===== src/logic/adc_status_params.svh =====
`ifndef ADC_STATUS_PARAMS_SVH
`define ADC_STATUS_PARAMS_SVH
// Register byte addresses on the memory-mapped bus
`define STATUS_ADDR 32'hffff0500
`define MODE_ADDR 32'hffff0504
`define CONFIG_ADDR 32'hffff0508
`define IRQ_MASK_ADDR 32'hffff050c
`define CURRENT_RESULT_ADDR 32'hffff0510
`define VOLTAGE_RESULT_ADDR 32'hffff0514
`define TEMP_RESULT_ADDR 32'hffff0518
`define THRESHOLD_ADDR 32'hffff051c
`define THRESH_LIMIT_ADDR 32'hffff0520
`define CURRENT_CONTROL_ADDR 32'hffff0524
// Reset values
`define STATUS_RESET 16'h0000
`define MASK_RESET 8'h00
`define CONFIG_RESET 16'h0000
`define MODE_RESET 16'h0000
// Status bit positions
`define ST_CAL_DONE 15
`define ST_TEMP_ERR 14
`define ST_VOLT_ERR 13
`define ST_CURR_ERR 12
`define ST_THRESH 4
`define ST_OVERRANGE 3
`define ST_TEMP_RDY 2
`define ST_VOLT_RDY 1
`define ST_CURR_RDY 0
// Config bit positions
`define CFG_CURR_EN 0
`define CFG_VOLT_EN 1
`define CFG_OVR_EN 2
`define CFG_TEMP_EN 3
`define CFG_CMP_EN 4
`define CFG_TCNT_EN 5
// Gain field of the current control register
`define GAIN_MSB 3
`define GAIN_LSB 0
// Overrange evaluation interval
`define OVR_INTERVAL_US 125
`define CLK_MHZ 20
`define OVR_INTERVAL_CYCLES (`OVR_INTERVAL_US * `CLK_MHZ)
`endif


===== src/logic/adc_status_pkg.sv =====
/*
 Types shared by the converter status logic.
 Assumes the params header provides positions and addresses.
*/
package adc_status_pkg;
   // One conversion from a channel filter
   typedef struct packed {
      logic valid;
      logic overRange;
      logic underRange;
      logic [15:0] data;
   } conv_result_type;
   // Register bus request
   typedef struct packed {
      logic read;
      logic write;
      logic [31:0] addr;
      logic [15:0] wdata;
   } bus_req_type;
endpackage


===== src/logic/result_holder.sv =====
/*
 One channel result register with range clamp and write lock.
 Assumes conversion strobes are one cycle wide and synchronous to sys_clk.
*/
`timescale 1ns/100ps
module result_holder #(
   parameter int WIDTH = 16
) (
   // Clock and reset
   input wire logic sys_clk,
   input wire logic rst_n,
   // Conversion in
   input wire logic convValid,
   input wire logic overRange,
   input wire logic underRange,
   input wire logic [WIDTH-1:0] convData,
   // Lock control
   input wire logic readyFlag,
   input wire logic coreDown,
   // Result out
   output logic [WIDTH-1:0] result,
   output logic written
);
   // Elaboration check of the result width
   if (WIDTH < 2) begin : badWidth
      $error("WIDTH too small");
   end
   logic [WIDTH-1:0] result_reg;
   logic [WIDTH-1:0] clamped;
   logic allowWrite;
   // Clamp to signed full scale
   assign clamped = overRange ? {1'b0, {(WIDTH-1){1'b1}}} :
      underRange ? {1'b1, {(WIDTH-1){1'b0}}} : convData;
   assign allowWrite = convValid && (!readyFlag || coreDown);
   assign written = allowWrite;
   assign result = result_reg;
   // Result storage
   always_ff @(posedge sys_clk) begin
      if (!rst_n) begin
         result_reg <= '0;
      end else if (allowWrite) begin
         result_reg <= clamped;
      end
   end
endmodule


===== src/logic/overrange_timer.sv =====
/*
 Periodic tick for the overrange evaluation.
 Assumes a free-running sys_clk.
*/
`timescale 1ns/100ps
module overrange_timer #(
   parameter int PERIOD = 2500
) (
   // Clock and reset
   input wire logic sys_clk,
   input wire logic rst_n,
   // Tick out
   output logic tick
);
   localparam int CW = $clog2(PERIOD + 1);
   // Elaboration check of the interval
   if (PERIOD < 1) begin : badPeriod
      $error("PERIOD must be positive");
   end
   logic [CW-1:0] count_reg;
   assign tick = (count_reg == CW'(PERIOD - 1));
   // Interval counter
   always_ff @(posedge sys_clk) begin
      if (!rst_n || tick) begin
         count_reg <= '0;
      end else begin
         count_reg <= count_reg + 1'b1;
      end
   end
endmodule


===== src/logic/adc_status_flag_logic.sv =====
/*
 Status flags, result handshake, masking and interrupt of a three
 channel converter. Assumes single-cycle read and write strobes from the
 processor bus and one-cycle conversion strobes from the filters.
*/
`timescale 1ns/100ps
`include "adc_status_params.svh"
// Operation
// - Upper status byte bits are flags only, never interrupt sources.
// - Lower status byte bits ORed into one interrupt request.
// - Each lower status bit is masked individually before the OR.
// - Reading the current result clears all ready flags.
// - Current channel off: voltage or temperature read clears all ready flags.
// - Result not overwritten while its ready flag is set.
// - Core powered down: results always take the latest conversion.
// - Bit 15 set on calibration end, cleared by mode register write.
// - Bit 14 flags temperature range error, clamps, clears on valid result.
// - Bit 13 flags voltage range error, clamps, clears on valid result.
// - Bit 12 flags current range error, clamps, clears on valid result.
// - Bits 11 to 5 reserved with no function.
// - Bit 4 sets when absolute current exceeds threshold, comparator on.
// - With threshold counter, bit 4 sets when count reaches limit.
// - Bit 4 clears on reconfiguration or comparator disable.
// - Bit 3 flags gross current overrange, evaluated every 125 us.
// - Bit 3 clears only on overrange enable clear or gain change.
// - Bit 2 sets on temperature result or calibration; clears on temp/current read.
// - Bit 1 sets on voltage result or calibration; clears on voltage/current read.
// - Bit 0 sets on current result or calibration; clears on current read.
module adc_status_flag_logic #(
   parameter int OVR_PERIOD = `OVR_INTERVAL_CYCLES,
   parameter int COUNT_WIDTH = 8
) (
   // Clock and reset
   input wire logic sys_clk,
   input wire logic rst_n,
   // Register bus
   input wire adc_status_pkg::bus_req_type busReq,
   output logic [15:0] rdata,
   output logic rdataValid,
   // Converter channels
   input wire adc_status_pkg::conv_result_type currentConv,
   input wire adc_status_pkg::conv_result_type voltageConv,
   input wire adc_status_pkg::conv_result_type tempConv,
   input wire logic calDone,
   input wire logic grossOverRange,
   input wire logic coreDown,
   // Interrupt to core
   output logic converterIrq
);
   // Elaboration check of the hit counter width
   if (COUNT_WIDTH < 1 || COUNT_WIDTH > 16) begin : badCountWidth
      $error("COUNT_WIDTH out of range");
   end
   logic [15:0] status_reg;
   logic [15:0] status_next;
   logic [7:0] mask_reg;
   logic [15:0] config_reg;
   logic [15:0] mode_reg;
   logic [15:0] threshold_reg;
   logic [COUNT_WIDTH-1:0] limit_reg;
   logic [COUNT_WIDTH-1:0] hits_reg;
   logic [15:0] control_reg;
   logic [15:0] rdata_reg;
   logic rdataValid_reg;
   logic [15:0] currentResult;
   logic [15:0] voltageResult;
   logic [15:0] tempResult;
   logic currentWritten;
   logic voltageWritten;
   logic tempWritten;
   logic ovrTick;
   // Address decode
   wire readCur = busReq.read && busReq.addr == `CURRENT_RESULT_ADDR;
   wire readVolt = busReq.read && busReq.addr == `VOLTAGE_RESULT_ADDR;
   wire readTemp = busReq.read && busReq.addr == `TEMP_RESULT_ADDR;
   wire writeMode = busReq.write && busReq.addr == `MODE_ADDR;
   wire writeCfg = busReq.write && busReq.addr == `CONFIG_ADDR;
   wire writeMask = busReq.write && busReq.addr == `IRQ_MASK_ADDR;
   wire writeThr = busReq.write && busReq.addr == `THRESHOLD_ADDR;
   wire writeLim = busReq.write && busReq.addr == `THRESH_LIMIT_ADDR;
   wire writeCtl = busReq.write && busReq.addr == `CURRENT_CONTROL_ADDR;
   // Configuration fields
   wire curEn = config_reg[`CFG_CURR_EN];
   wire voltEn = config_reg[`CFG_VOLT_EN];
   wire tempEn = config_reg[`CFG_TEMP_EN];
   wire ovrEn = config_reg[`CFG_OVR_EN];
   wire cmpEn = config_reg[`CFG_CMP_EN];
   wire tcntEn = config_reg[`CFG_TCNT_EN];
   wire gainChange = writeCtl &&
      busReq.wdata[`GAIN_MSB:`GAIN_LSB] != control_reg[`GAIN_MSB:`GAIN_LSB];
   // current read clears all ready flags
   wire clearAllReady = readCur || (!curEn && (readVolt || readTemp));
   wire clearTempRdy = clearAllReady || readTemp;
   wire clearVoltRdy = clearAllReady || readVolt;
   wire reconfig = writeMode || writeCfg || writeCtl;
   wire cmpClear = reconfig || !cmpEn;
   // absolute value against threshold
   // The stored result lags one edge, so compare the value being stored
   wire [15:0] newCurrent = currentConv.overRange ? 16'h7fff :
      currentConv.underRange ? 16'h8000 : currentConv.data;
   wire [15:0] absCurrent = newCurrent[15] ? 16'(-newCurrent) : newCurrent;
   wire exceeds = currentWritten && curEn && cmpEn && (absCurrent > threshold_reg);
   wire [COUNT_WIDTH-1:0] hitsPlus = COUNT_WIDTH'(hits_reg + 1'b1);
   wire threshSet = exceeds && (!tcntEn || hitsPlus == limit_reg);
   // Channel result registers
   result_holder #(.WIDTH(16)) currentHold (
      .sys_clk(sys_clk), .rst_n(rst_n),
      .convValid(currentConv.valid && curEn), .overRange(currentConv.overRange),
      .underRange(currentConv.underRange), .convData(currentConv.data),
      .readyFlag(status_reg[`ST_CURR_RDY]), .coreDown(coreDown),
      .result(currentResult), .written(currentWritten)
   );
   result_holder #(.WIDTH(16)) voltageHold (
      .sys_clk(sys_clk), .rst_n(rst_n),
      .convValid(voltageConv.valid && voltEn), .overRange(voltageConv.overRange),
      .underRange(voltageConv.underRange), .convData(voltageConv.data),
      .readyFlag(status_reg[`ST_VOLT_RDY]), .coreDown(coreDown),
      .result(voltageResult), .written(voltageWritten)
   );
   result_holder #(.WIDTH(16)) tempHold (
      .sys_clk(sys_clk), .rst_n(rst_n),
      .convValid(tempConv.valid && tempEn), .overRange(tempConv.overRange),
      .underRange(tempConv.underRange), .convData(tempConv.data),
      .readyFlag(status_reg[`ST_TEMP_RDY]), .coreDown(coreDown),
      .result(tempResult), .written(tempWritten)
   );
   // Overrange interval tick
   overrange_timer #(.PERIOD(OVR_PERIOD)) ovrTimer (
      .sys_clk(sys_clk), .rst_n(rst_n), .tick(ovrTick)
   );
   // Status next value; sets win over clears, except bits 4 and 3, where clears win
   always_comb begin
      status_next = status_reg;
      if (writeMode) status_next[`ST_CAL_DONE] = 1'b0;
      if (calDone) status_next[`ST_CAL_DONE] = 1'b1;
      if (tempWritten) begin
         status_next[`ST_TEMP_ERR] = tempConv.overRange || tempConv.underRange;
      end
      if (voltageWritten) begin
         status_next[`ST_VOLT_ERR] = voltageConv.overRange || voltageConv.underRange;
      end
      if (currentWritten) begin
         status_next[`ST_CURR_ERR] = currentConv.overRange || currentConv.underRange;
      end
      status_next[11:5] = 7'h00;
      if (cmpClear) status_next[`ST_THRESH] = 1'b0;
      if (threshSet && !cmpClear) status_next[`ST_THRESH] = 1'b1;
      if (!ovrEn || gainChange) status_next[`ST_OVERRANGE] = 1'b0;
      if (ovrEn && !gainChange && ovrTick && grossOverRange) begin
         status_next[`ST_OVERRANGE] = 1'b1;
      end
      if (clearTempRdy) status_next[`ST_TEMP_RDY] = 1'b0;
      if (tempWritten || calDone) status_next[`ST_TEMP_RDY] = 1'b1;
      if (clearVoltRdy) status_next[`ST_VOLT_RDY] = 1'b0;
      if (voltageWritten || calDone) status_next[`ST_VOLT_RDY] = 1'b1;
      if (clearAllReady) status_next[`ST_CURR_RDY] = 1'b0;
      if (currentWritten || calDone) status_next[`ST_CURR_RDY] = 1'b1;
   end
   // Status storage; bus writes to its address never reach it
   // status is read only
   always_ff @(posedge sys_clk) begin
      if (!rst_n) status_reg <= `STATUS_RESET;
      else status_reg <= status_next;
   end
   // Software writable registers
   always_ff @(posedge sys_clk) begin
      if (!rst_n) begin
         mask_reg <= `MASK_RESET;
         config_reg <= `CONFIG_RESET;
         mode_reg <= `MODE_RESET;
         threshold_reg <= 16'h0000;
         limit_reg <= '0;
         control_reg <= 16'h0000;
      end else begin
         if (writeMask) mask_reg <= busReq.wdata[7:0];
         if (writeCfg) config_reg <= busReq.wdata;
         if (writeMode) mode_reg <= busReq.wdata;
         if (writeThr) threshold_reg <= busReq.wdata;
         if (writeLim) limit_reg <= busReq.wdata[COUNT_WIDTH-1:0];
         if (writeCtl) control_reg <= busReq.wdata;
      end
   end
   // Threshold hit counter
   always_ff @(posedge sys_clk) begin
      if (!rst_n || cmpClear || threshSet) hits_reg <= '0;
      else if (exceeds) hits_reg <= hitsPlus;
   end
   // Read data mux; unmapped addresses read zero
   logic [15:0] readMux;
   always_comb begin
      case (busReq.addr)
         `STATUS_ADDR: readMux = status_reg;
         `MODE_ADDR: readMux = mode_reg;
         `CONFIG_ADDR: readMux = config_reg;
         `IRQ_MASK_ADDR: readMux = {8'h00, mask_reg};
         `CURRENT_RESULT_ADDR: readMux = currentResult;
         `VOLTAGE_RESULT_ADDR: readMux = voltageResult;
         `TEMP_RESULT_ADDR: readMux = tempResult;
         `THRESHOLD_ADDR: readMux = threshold_reg;
         `THRESH_LIMIT_ADDR: readMux = 16'(limit_reg);
         `CURRENT_CONTROL_ADDR: readMux = control_reg;
         default: readMux = 16'h0000;
      endcase
   end
   // Registered read data
   always_ff @(posedge sys_clk) begin
      if (!rst_n) begin
         rdata_reg <= 16'h0000;
         rdataValid_reg <= 1'b0;
      end else begin
         rdataValid_reg <= busReq.read;
         if (busReq.read) rdata_reg <= readMux;
      end
   end
   assign rdata = rdata_reg;
   assign rdataValid = rdataValid_reg;
   assign converterIrq = |(status_reg[7:0] & mask_reg);
endmodule


===== config.mk =====
export PLATFORM = sky130hd
export DESIGN_NAME = adc_status_flag_logic
export DESIGN_NICKNAME = d
export VERILOG_FILES = /design/src/logic/adc_status_pkg.sv /design/src/logic/result_holder.sv /design/src/logic/overrange_timer.sv /design/src/logic/adc_status_flag_logic.sv
export VERILOG_INCLUDE_DIRS = /design/src /design/src/logic
export SDC_FILE = /design/constraint.sdc
export NUM_CORES = 1
export LEC_CHECK = 0
export ABC_AREA = 1
export BUFFER_PORTS_ARGS = -buffer_cell sky130_fd_sc_hd__buf_4
export CORE_ASPECT_RATIO = 0.7
export CORE_UTILIZATION = 55
export DETAILED_ROUTE_END_ITERATION = 12
export PLACE_DENSITY = 0.77
export SLEW_MARGIN = 20
export SYNTH_ARGS = -nofsm -noshare
export SYNTH_HDL_FRONTEND = slang
export SYNTH_SLANG_ARGS = --single-unit
export TNS_END_PERCENT = 100

===== constraint.sdc =====
create_clock -name sys_clk -period 6.2 [get_ports sys_clk]
set_input_delay 0 -clock sys_clk [delete_from_list [all_inputs] [get_ports sys_clk]]
set_output_delay 0 -clock sys_clk [all_outputs]
set_load 0.01 [all_outputs]

Yosys cells after proc, flatten, opt, wreduce, memory -nomap -nowiden
Index checks and enable logic that the tools add are counted.

Bits in registers: 181.

Magnitude comparators: 1. Reductions and logical operators: 63. Equal/unequal tests: 13. Add/sub/neg operators: 3. Multiplexer cells: 20. Bitwise operators: 1.

Operators with widths (count): $eq A32 B32 Y1 const B (10); $pmux W16 S10 (1); $mux W16 (7); $logic_and A1 B1 Y1 (25); $logic_or A1 B1 Y1 (21); $gt A16 B16 Y1 (1); $neg A16 Y16 (1); $add A12 B1 Y12 const B (1); $eq A12 B12 Y1 const B (1); $mux W1 (12); $reduce_bool A2 Y1 (6); $logic_not A1 Y1 (10); $add A8 B1 Y8 const B (1); $and A8 B8 Y8 (1); $eq A8 B8 Y1 (1); $reduce_or A8 Y1 (1); $ne A4 B4 Y1 (1).

Longest topological paths before layout
Gate-level depths: netlist of run 1.

Depth after elaboration: 9. Gate-level depth with buffers: 26. Gate-level depth less buffers: 23.

By module
A second synthesis of run 1 with hierarchy kept.

Cell total of the unflattened synthesis: 1608. Area total of the unflattened synthesis: 10412.5 um^2.

Modules (own cells, without submodules): adc_status_flag_logic (sequential area each 2282.2 um^2, area an instance 7294.5 um^2, instances 1, cells an instance 1111); result_holder (sequential area each 320.3 um^2, area an instance 843.3 um^2, instances 3, cells an instance 139); overrange_timer (sequential area each 240.2 um^2, area an instance 588.1 um^2, instances 1, cells an instance 80).

Worst setup path after synthesis of run 1
No wires, ideal clock.

Kind: input to register. Start point: input port currentConv[16] (netlist name). End point: register hits_reg[4]. Data required time: 6135 ps. Path buffers: 3. Path slack: 3261 ps. Stages: 25. Data arrival time: 2874 ps. Path through: buf_6 > inv_2 > buf_2 > a21oi_1 > ha_1 > nand2_1 > o21ai_2 > nand2_1 > a21oi_2 > nand2_1 > a21oi_1 > xor2_1 > inv_1 > ha_1 > nand2_1 > nor2_1 > nand2_1 > nor3_1 > a21oi_2 > nand2_1 > buf_2 > nand2_1 > o21ai_0 > inv_1 > nor2_1.

Word-level cells in the longest chain between the ends: 8.

RTL lines: from (decl) (RTL line adc_status_flag_logic.sv:41) `input wire adc_status_pkg::conv_result_type currentConv,`; $mux W16 (*) (RTL line adc_status_flag_logic.sv:100) `currentConv.underRange ? 16'h8000 : currentConv.data;`; $mux W16 (*) (RTL line adc_status_flag_logic.sv:99) `wire [15:0] newCurrent = currentConv.overRange ? 16'h7fff :`; $neg A16 Y16 (RTL line adc_status_flag_logic.sv:101) `wire [15:0] absCurrent = newCurrent[15] ? 16'(-newCurrent) : newCurrent;`; $mux W16 (*) (RTL line adc_status_flag_logic.sv:101); $gt A16 B16 Y1 (*) (RTL line adc_status_flag_logic.sv:102) `wire exceeds = currentWritten && curEn && cmpEn && (absCurrent > threshold_reg);`; $logic_and A1 B1 Y1 (*) (RTL line adc_status_flag_logic.sv:102); $logic_and A1 B1 Y1 (RTL line adc_status_flag_logic.sv:104) `wire threshSet = exceeds && (!tcntEn || hitsPlus == limit_reg);`; $logic_or A1 B1 Y1 (RTL line adc_status_flag_logic.sv:185) `if (!rst_n || cmpClear || threshSet) hits_reg <= '0;`; to (signal assigned) (RTL line adc_status_flag_logic.sv:186) `else if (exceeds) hits_reg <= hitsPlus;`; to (decl) (RTL line adc_status_flag_logic.sv:61) `logic [COUNT_WIDTH-1:0] hits_reg;`.

Mark *: on every way between the ends. The rest lies on a longest branch, timed or not. A chain may end at the register's enable or synchronous reset.

Final worst setup path of run 1
Start point: input port currentConv[0] (netlist name). End point: register hits_reg[2].

Same word-level chain as after synthesis.

==> qor.yml, run 1 <==
logic_synthesis:
  synth_edf_count: 0
  yosysMostFrequentCell: "nand2_1"
  syn_area_um2: 9520
  synth_common_cells: "nand2_1 (241), dfxtp_1 (174), nor2_1 (168)"
  yosysUniqueCellTypes: 45
  synthFlopType: "dfxtp_1"
  synthArstFlopShare_pct: 0
  synth-seq-cells: 174
  synth.area.top_cells: "dfxtp_1 (37%), nand2_1 (9.5%), nand3_1 (7.9%)"
  synth_nets: 1506
  syn_area_per_cell_um2: 6.92
  yosys_warnings: 0
  netlist_instances: 1375
  synth_top_area_share_pct: 36.6
  yosysSeqAreaShare_pct: 36.6
  synth_top_area_cell: "dfxtp_1"
clocking:
  postCtsSetupBuffers: 0
  clock_latency_ps: 440
  cts_made_buffers: 17
  cts_root_buf: "clkbuf_16"
  cts_tree: "yes"
  clock-sinks: 174
  h-tree-depth: 4
  cts_buffer_depth: 2
  clk_pin_slew_worst_paths_ps: 70
global_route:
  antenna_found_initial: 1
  grt_max_degree: 94
  grt_use_total_pct: 34.7
  grt_pass1_wl_um: 48800
  grt_pass1_vias: 9209
  grt-ovfl-total: 0
setup_path:
  r2r_cells: 10
  crit_arrival_ps: 3920
  r2r-start: "status_reg[0]$_SDFFE_PN0P_"
  max_stage_delay_ps: 560
  worst_setup_path_end_kind: "flip-flop"
  critPathTopFamily: "simple AND/OR/NAND/NOR gates"
  r2r-end: "hits_reg[2]$_SDFFE_PP0P_"
  crit_chain: "dlygate4sd3_1 -> buf_4 -> a21oi_1 -> ha_1 -> nand2_1 -> o21ai_2 -> nand2_1 -> a21oi_2 -> nand2_1 -> a21oi_1 -> xor2_1 -> inv_1 -> ha_1 -> nand2_1 -> nor2_1 -> nand2_1 -> nor3_1 -> a21oi_2 -> nand2_1 -> inv_1 -> nand2_1 -> nand2_2 -> nor2_1"
  start_kind: "input port"
  worst-setup-path-type: "in -> reg"
  critPathRequiredTime_ps: 6570
  critical_path.most_common_cell: "nand2_1"
  cp.depth: 23
  cpMaxStageDelayCell: "dlygate4sd3_1"
  crit_path_start: "currentConv[0]"
  reg2reg_setup_slack_ps: 3850
  crit_buf_inv: 4
  endpoint: "hits_reg[2]$_SDFFE_PP0P_"
  crit_fanout: 13
run:
  max-cap-violations: 0
placement:
  gp_congestion: 0.909
  hpwl_um: 20400
  numPortBuffers: 129
  preCtsSetupSlack_ps: 2700
timing:
  worst_slew_pin_slew_ps: 999
  fmax_mhz: 282
  rsz0062_at_grt: "false"
  fin_ws_ps: 2650
  hold_violations: 0
  relSlewSlack_pct: 33.3
  fin_tns_setup_ps: 0
  setup_viol: 0
  clock_skew_ps: 12.0
  hold_slack_ps: 34.5
  final.min_clock_period_ps: 3550
  finalCritPeriodShare_pct: 57.3
  maxSlewViolCount: 0
routing:
  top_layer: "met4"
  dr_wl_met2_um: 12800
  first_iter_violations: 1240
  m1WireLength_um: 13900
  drc_errors: 0
  wirelength_um: 30600
  vias: 10031
  vias_per_cell: 5.61
  wl_per_cell_um: 17.1
  ant_nets: 0
  met3WireLength_um: 3380
  drt-pass1-iter-count: 6
floorplan:
  fp.dieH_um: 112
  die-area_um2: 17800
  start_util_pct: 57.4
  num_rows: 39
  core-area_um2: 16600
  num_io_pins: 130
  die_w_um: 159
min_path:
  hp-class: "in -> reg"
  hold_path_startpoint: "voltageConv[17]"
finish:
  area_growth_pct: 25.9
  fin_nets: 1681
  drive_gt1_share_pct: 14.7
  finish.utilization_pct: 72.2
  fillCellCount: 1333
power_and_ir_drop:
  p_sw_share_pct: 25.3
  intPower_mw: 1.89
  switching_power_mw: 0.642
  combPwrFrac_pct: 10.7
  p_clk_share_pct: 45.0
  power_density_nw_per_um2: 212
  power_leakage_nw: 5.03
  p_seq_share_pct: 44.3
  ir_drop_v: 0.000177
outcome:
  status: "complete, no violations"
==> layer usage <==
layer  track usage, %  vias to the layer above
met5                0                        -
met4             10.1                        0
met3             7.58                       56
met2             51.2                      525
met1             50.7                     4556
li1                 -                     4894
==> stage by stage <==
step                      instance area (µm²)  total power, mW  cells
final                                   12000             2.53   1787
after global routing                    12000             2.61   1787
after CTS                               12000             2.52   1786
after detailed placement                10400             1.36   1659
after global placement                  10400             1.35   1659
after floorplan                          9520             1.26   1375
==> worst min path at each step <==
stage | to | slack [ps] | cells after the start
after floorplan | status_reg[15]$_SDFFE_PN0P_ | 110 | 2
after global placement | status_reg[15]$_SDFFE_PN0P_ | 240 | 3
after detailed placement | status_reg[15]$_SDFFE_PN0P_ | 260 | 3
after CTS | currentHold.result[13]$_SDFFE_PN0P_ | 9 | 3
after global routing | currentHold.result[13]$_SDFFE_PN0P_ | 40 | 3
final | voltageHold.result[15]$_SDFFE_PN0P_ | 30 | 3
==> kinds of logic after synthesis <==
family	count (synthesis)	share of synthesized area [%]
simple gates	614	29.1
buf+inv	226	10.1
compound gates	324	20.0
xor+xnor	18	1.66
flops	174	36.6
fa+ha+maj	19	2.50
==> power groups by stage <==
stage | Sequential (mW) | Combinational [mW] | Clock [mW]
finish | 1.12 | 0.271 | 1.14
CTS | 1.12 | 0.260 | 1.14
global placement | 1.15 | 0.206 | 0
global route | 1.12 | 0.294 | 1.19
detailed placement | 1.15 | 0.208 | 0
floorplan | 1.15 | 0.113 | 0
==> tightest hold or removal path: stages <==
cell      delay, ps
buf_4           200
o21bai_1        150
a211oi_1         80
==> final cells by class <==
| type | count | area (µm²) | area share (%) |
|---|---|---|---|
| Tap cell | 225 | 282 | 2.35 |
| Inverter | 154 | 581 | 4.84 |
| Multi-Input combinational cell | 975 | 5070 | 42.3 |
| Clock inverter | 13 | 181 | 1.51 |
| Sequential cell | 174 | 3480 | 29.1 |
| Timing Repair Buffer | 228 | 1950 | 16.3 |
| Antenna cell | 1 | 2.50 | 0.0209 |
| Clock buffer | 17 | 425 | 3.55 |
==> placed cells by master, fill, tap and decap left out, types with 17 or more instances in the layout <==
cell,n
buf_4,131
o21ai_0,112
a211oi_2,19
nand2_1,241
a211oi_1,19
ha_1,19
nand3_1,150
a21oi_1,134
dfxtp_1,174
inv_1,148
dlygate4sd3_1,97
nor2_1,168
clkbuf_16,17
==> repair_timing <==
action | in CTS | in global routing
resized for setup | 0 | 0
hold endpoints to repair | 146 | 0
hold buffers | 97 | 0
No activity file was read; power rests on OpenSTA's default activity.
==> inputs of run 2 (changes only) <==
- clock period: 6.2 -> 3.5 ns (I/O delays scaled with it)
==> qor.yml, run 2 (same netlist as run 1, synthesis figures left out) <==
timing:
  worst_slew_pin_slew_ps: 980  # -19.1 ps
  maxSlewViolCount: 0  # unchanged
  hold_violations: 0  # unchanged
  clock_skew_ps: 9.11  # -2.90 ps
  fmax_mhz: 315
  final.min_clock_period_ps: 3180
  relSlewSlack_pct: 34.6  # +1.3 points
  finalCritPeriodShare_pct: 90.8
  setup_viol: 0  # unchanged
finish:
  num_antenna_cells: 0  # -1
  finish.utilization_pct: 72.5  # +0.23 points
  area_growth_pct: 26.3
  fin_nets: 1688  # +0.42%
  final_common_cell: "nand2_1"
  final_area_um2: 12000  # +0.31%
  drive_gt1_share_pct: 15.4  # +0.62 points
  mostFrequentLayoutCells: "nand2_1 (240), dfxtp_1 (174), nor2_1 (167), nand3_1 (150), inv_1 (148)"
floorplan:
  num_rows: 39  # unchanged
  start_util_pct: 57.4  # unchanged
  die_w_um: 159  # unchanged
  die-area_um2: 17800  # unchanged
  fp.dieH_um: 112  # unchanged
  num_io_pins: 130  # unchanged
  core-area_um2: 16600  # unchanged
setup_path:
  critical_path.most_common_cell: "nand2_1"
  worst-setup-path-type: "in -> reg"
  crit_fanout: 12  # -1
  crit_buf_inv: 4  # unchanged
  critPathTopFamily: "simple AND/OR/NAND/NOR gates"
  start_kind: "input port"
  worst_setup_path_end_kind: "flip-flop"
  crit_chain: "dlygate4sd3_1 -> buf_4 -> a21oi_2 -> ha_1 -> nand2_1 -> o21ai_2 -> nand2_1 -> a21oi_2 -> nand2_1 -> a21oi_1 -> xor2_1 -> inv_1 -> ha_1 -> nand2_1 -> nor2_2 -> nand2_1 -> nor3_1 -> a21oi_2 -> nand2_4 -> inv_1 -> nand2_1 -> nand2_2 -> nor2_1"
  critPathRequiredTime_ps: 3840  # -2730 ps
  max_stage_delay_ps: 560  # about the same
  cpMaxStageDelayCell: "dlygate4sd3_1"
  crit_arrival_ps: 3520  # -400 ps
global_route:
  grt_max_degree: 118  # +26%
  globalRouteMet3Util_pct: 9.02  # +1.4 points
  grt_use_total_pct: 34.1  # -0.69 points
  antenna_found_initial: 0  # -1
  top_usage_layer: "met2"
  grt.met2_usage_pct: 50.0  # -1.2 points
  grt_pass1_wl_um: 47700  # -2.4%
  met1_usage_pct: 48.6  # -2.1 points
  grt-ovfl-total: 0  # unchanged
  grt_pass1_vias: 9158  # -0.55%
power_and_ir_drop:
  power_density_nw_per_um2: 361  # +71%
  power_leakage_nw: 5.03  # +0.18%
  finalPower_mw: 4.34  # +71%
  ir_drop_v: 0.000328  # +85%
routing:
  ant_nets: 0  # unchanged
  first_iter_violations: 1365  # +10%
  wirelength_um: 30200  # -1.3%
  wl_per_cell_um: 16.8  # -1.7%
  vias: 10095  # +0.64%
  drt-pass1-iter-count: 7  # +1
  vias_per_cell: 5.62  # +0.19%
  drc_errors: 0  # unchanged
clocking:
  cts_buffer_depth: 2  # unchanged
  clock-sinks: 174  # unchanged
  h-tree-depth: 4  # unchanged
  clock_latency_ps: 450  # about the same
  clk_pin_slew_worst_paths_ps: 70  # about the same
  cts_root_buf: "clkbuf_16"
  cts_tree: "yes"
  cts_made_buffers: 17  # unchanged
placement:
  hpwl_um: 20300  # -0.55%
  gp_congestion: 0.924  # +1.7%
  place_area_um2: 10500  # +0.48%
  numPortBuffers: 129  # unchanged
min_path:
  hp-class: "in -> reg"
outcome:
  status: "complete, no violations"
run:
  max-cap-violations: 0  # unchanged
run 2: changes by cell type in the layout (fill, tap and decap cells not counted), moves of 2 or more:
| cell | delta |
|---|---|
| a21oi_2 | +2 |
| buf_4 | +6 |
| clkbuf_1 | +2 |
| inv_8 | -2 |
| a21oi_1 | -2 |
| clkinvlp_4 | +2 |
| bufinv_16 | -2 |
run 2: report_power, final:
part,internal (mW),switching [mW]
clock network,0.995,0.872
logic,0.232,0.253
registers,1.99,0.00400
run 2: path summary, 6_finish.rpt:
check,startpoint,endpoint,slack (ps),cells past startpoint
worst max-delay path,currentConv[1],hits_reg[5]$_SDFFE_PP0P_,320,23
worst min register to register,ovrTimer.count_reg[0]$_SDFF_PP0_,ovrTimer.count_reg[0]$_SDFF_PP0_,450,1
worst max register to register,status_reg[0]$_SDFFE_PN0P_,hits_reg[5]$_SDFFE_PP0P_,1250,10
worst min-delay path,voltageConv[17],voltageHold.result[3]$_SDFFE_PN0P_,10,3
run 2: worst min-delay path: stages:
cell and delay, ps:
buf_4 190, a21oi_1 90, a21oi_1 140
run 2: cell type report:
type	count	area, µm²
Inverter	154	581
Multi-Input combinational cell	975	5090
Fill cell	1328	4570
Tap cell	225	282
Clock buffer	19	433
Sequential cell	174	3480
Timing Repair Buffer	235	2020
Clock inverter	13	131
run 2: layer usage:
metal | vias to the layer above | wire length (µm)
met2 | 538 | 12600
met1 | 4605 | 13500
met5 | - | 0
met4 | 0 | 597
li1 | 4898 | -
met3 | 54 | 3500
run 2: stage by stage:
stage	TNS [ps]	cells	worst slack, ps	hold WS, ps
2_1_floorplan	0	1375	561	109
3_3_place_gp	0	1664	282	257
3_5_place_dp	0	1664	91.5	256
4_1_cts	0	1793	162	5.11
5_1_grt	-8.21	1795	-8.21	24.8
6_report	0	1795	321	13.4
run 2: what timing repair did:
| item | 4_1_cts | 5_1_grt |
|---|---|---|
| hold buffers | 97 | 0 |
| setup endpoints to repair | 0 | 9 |
| buffers inserted | 0 | 2 |
| hold endpoints to repair | 148 | 0 |
| resized for setup | 0 | 5 |
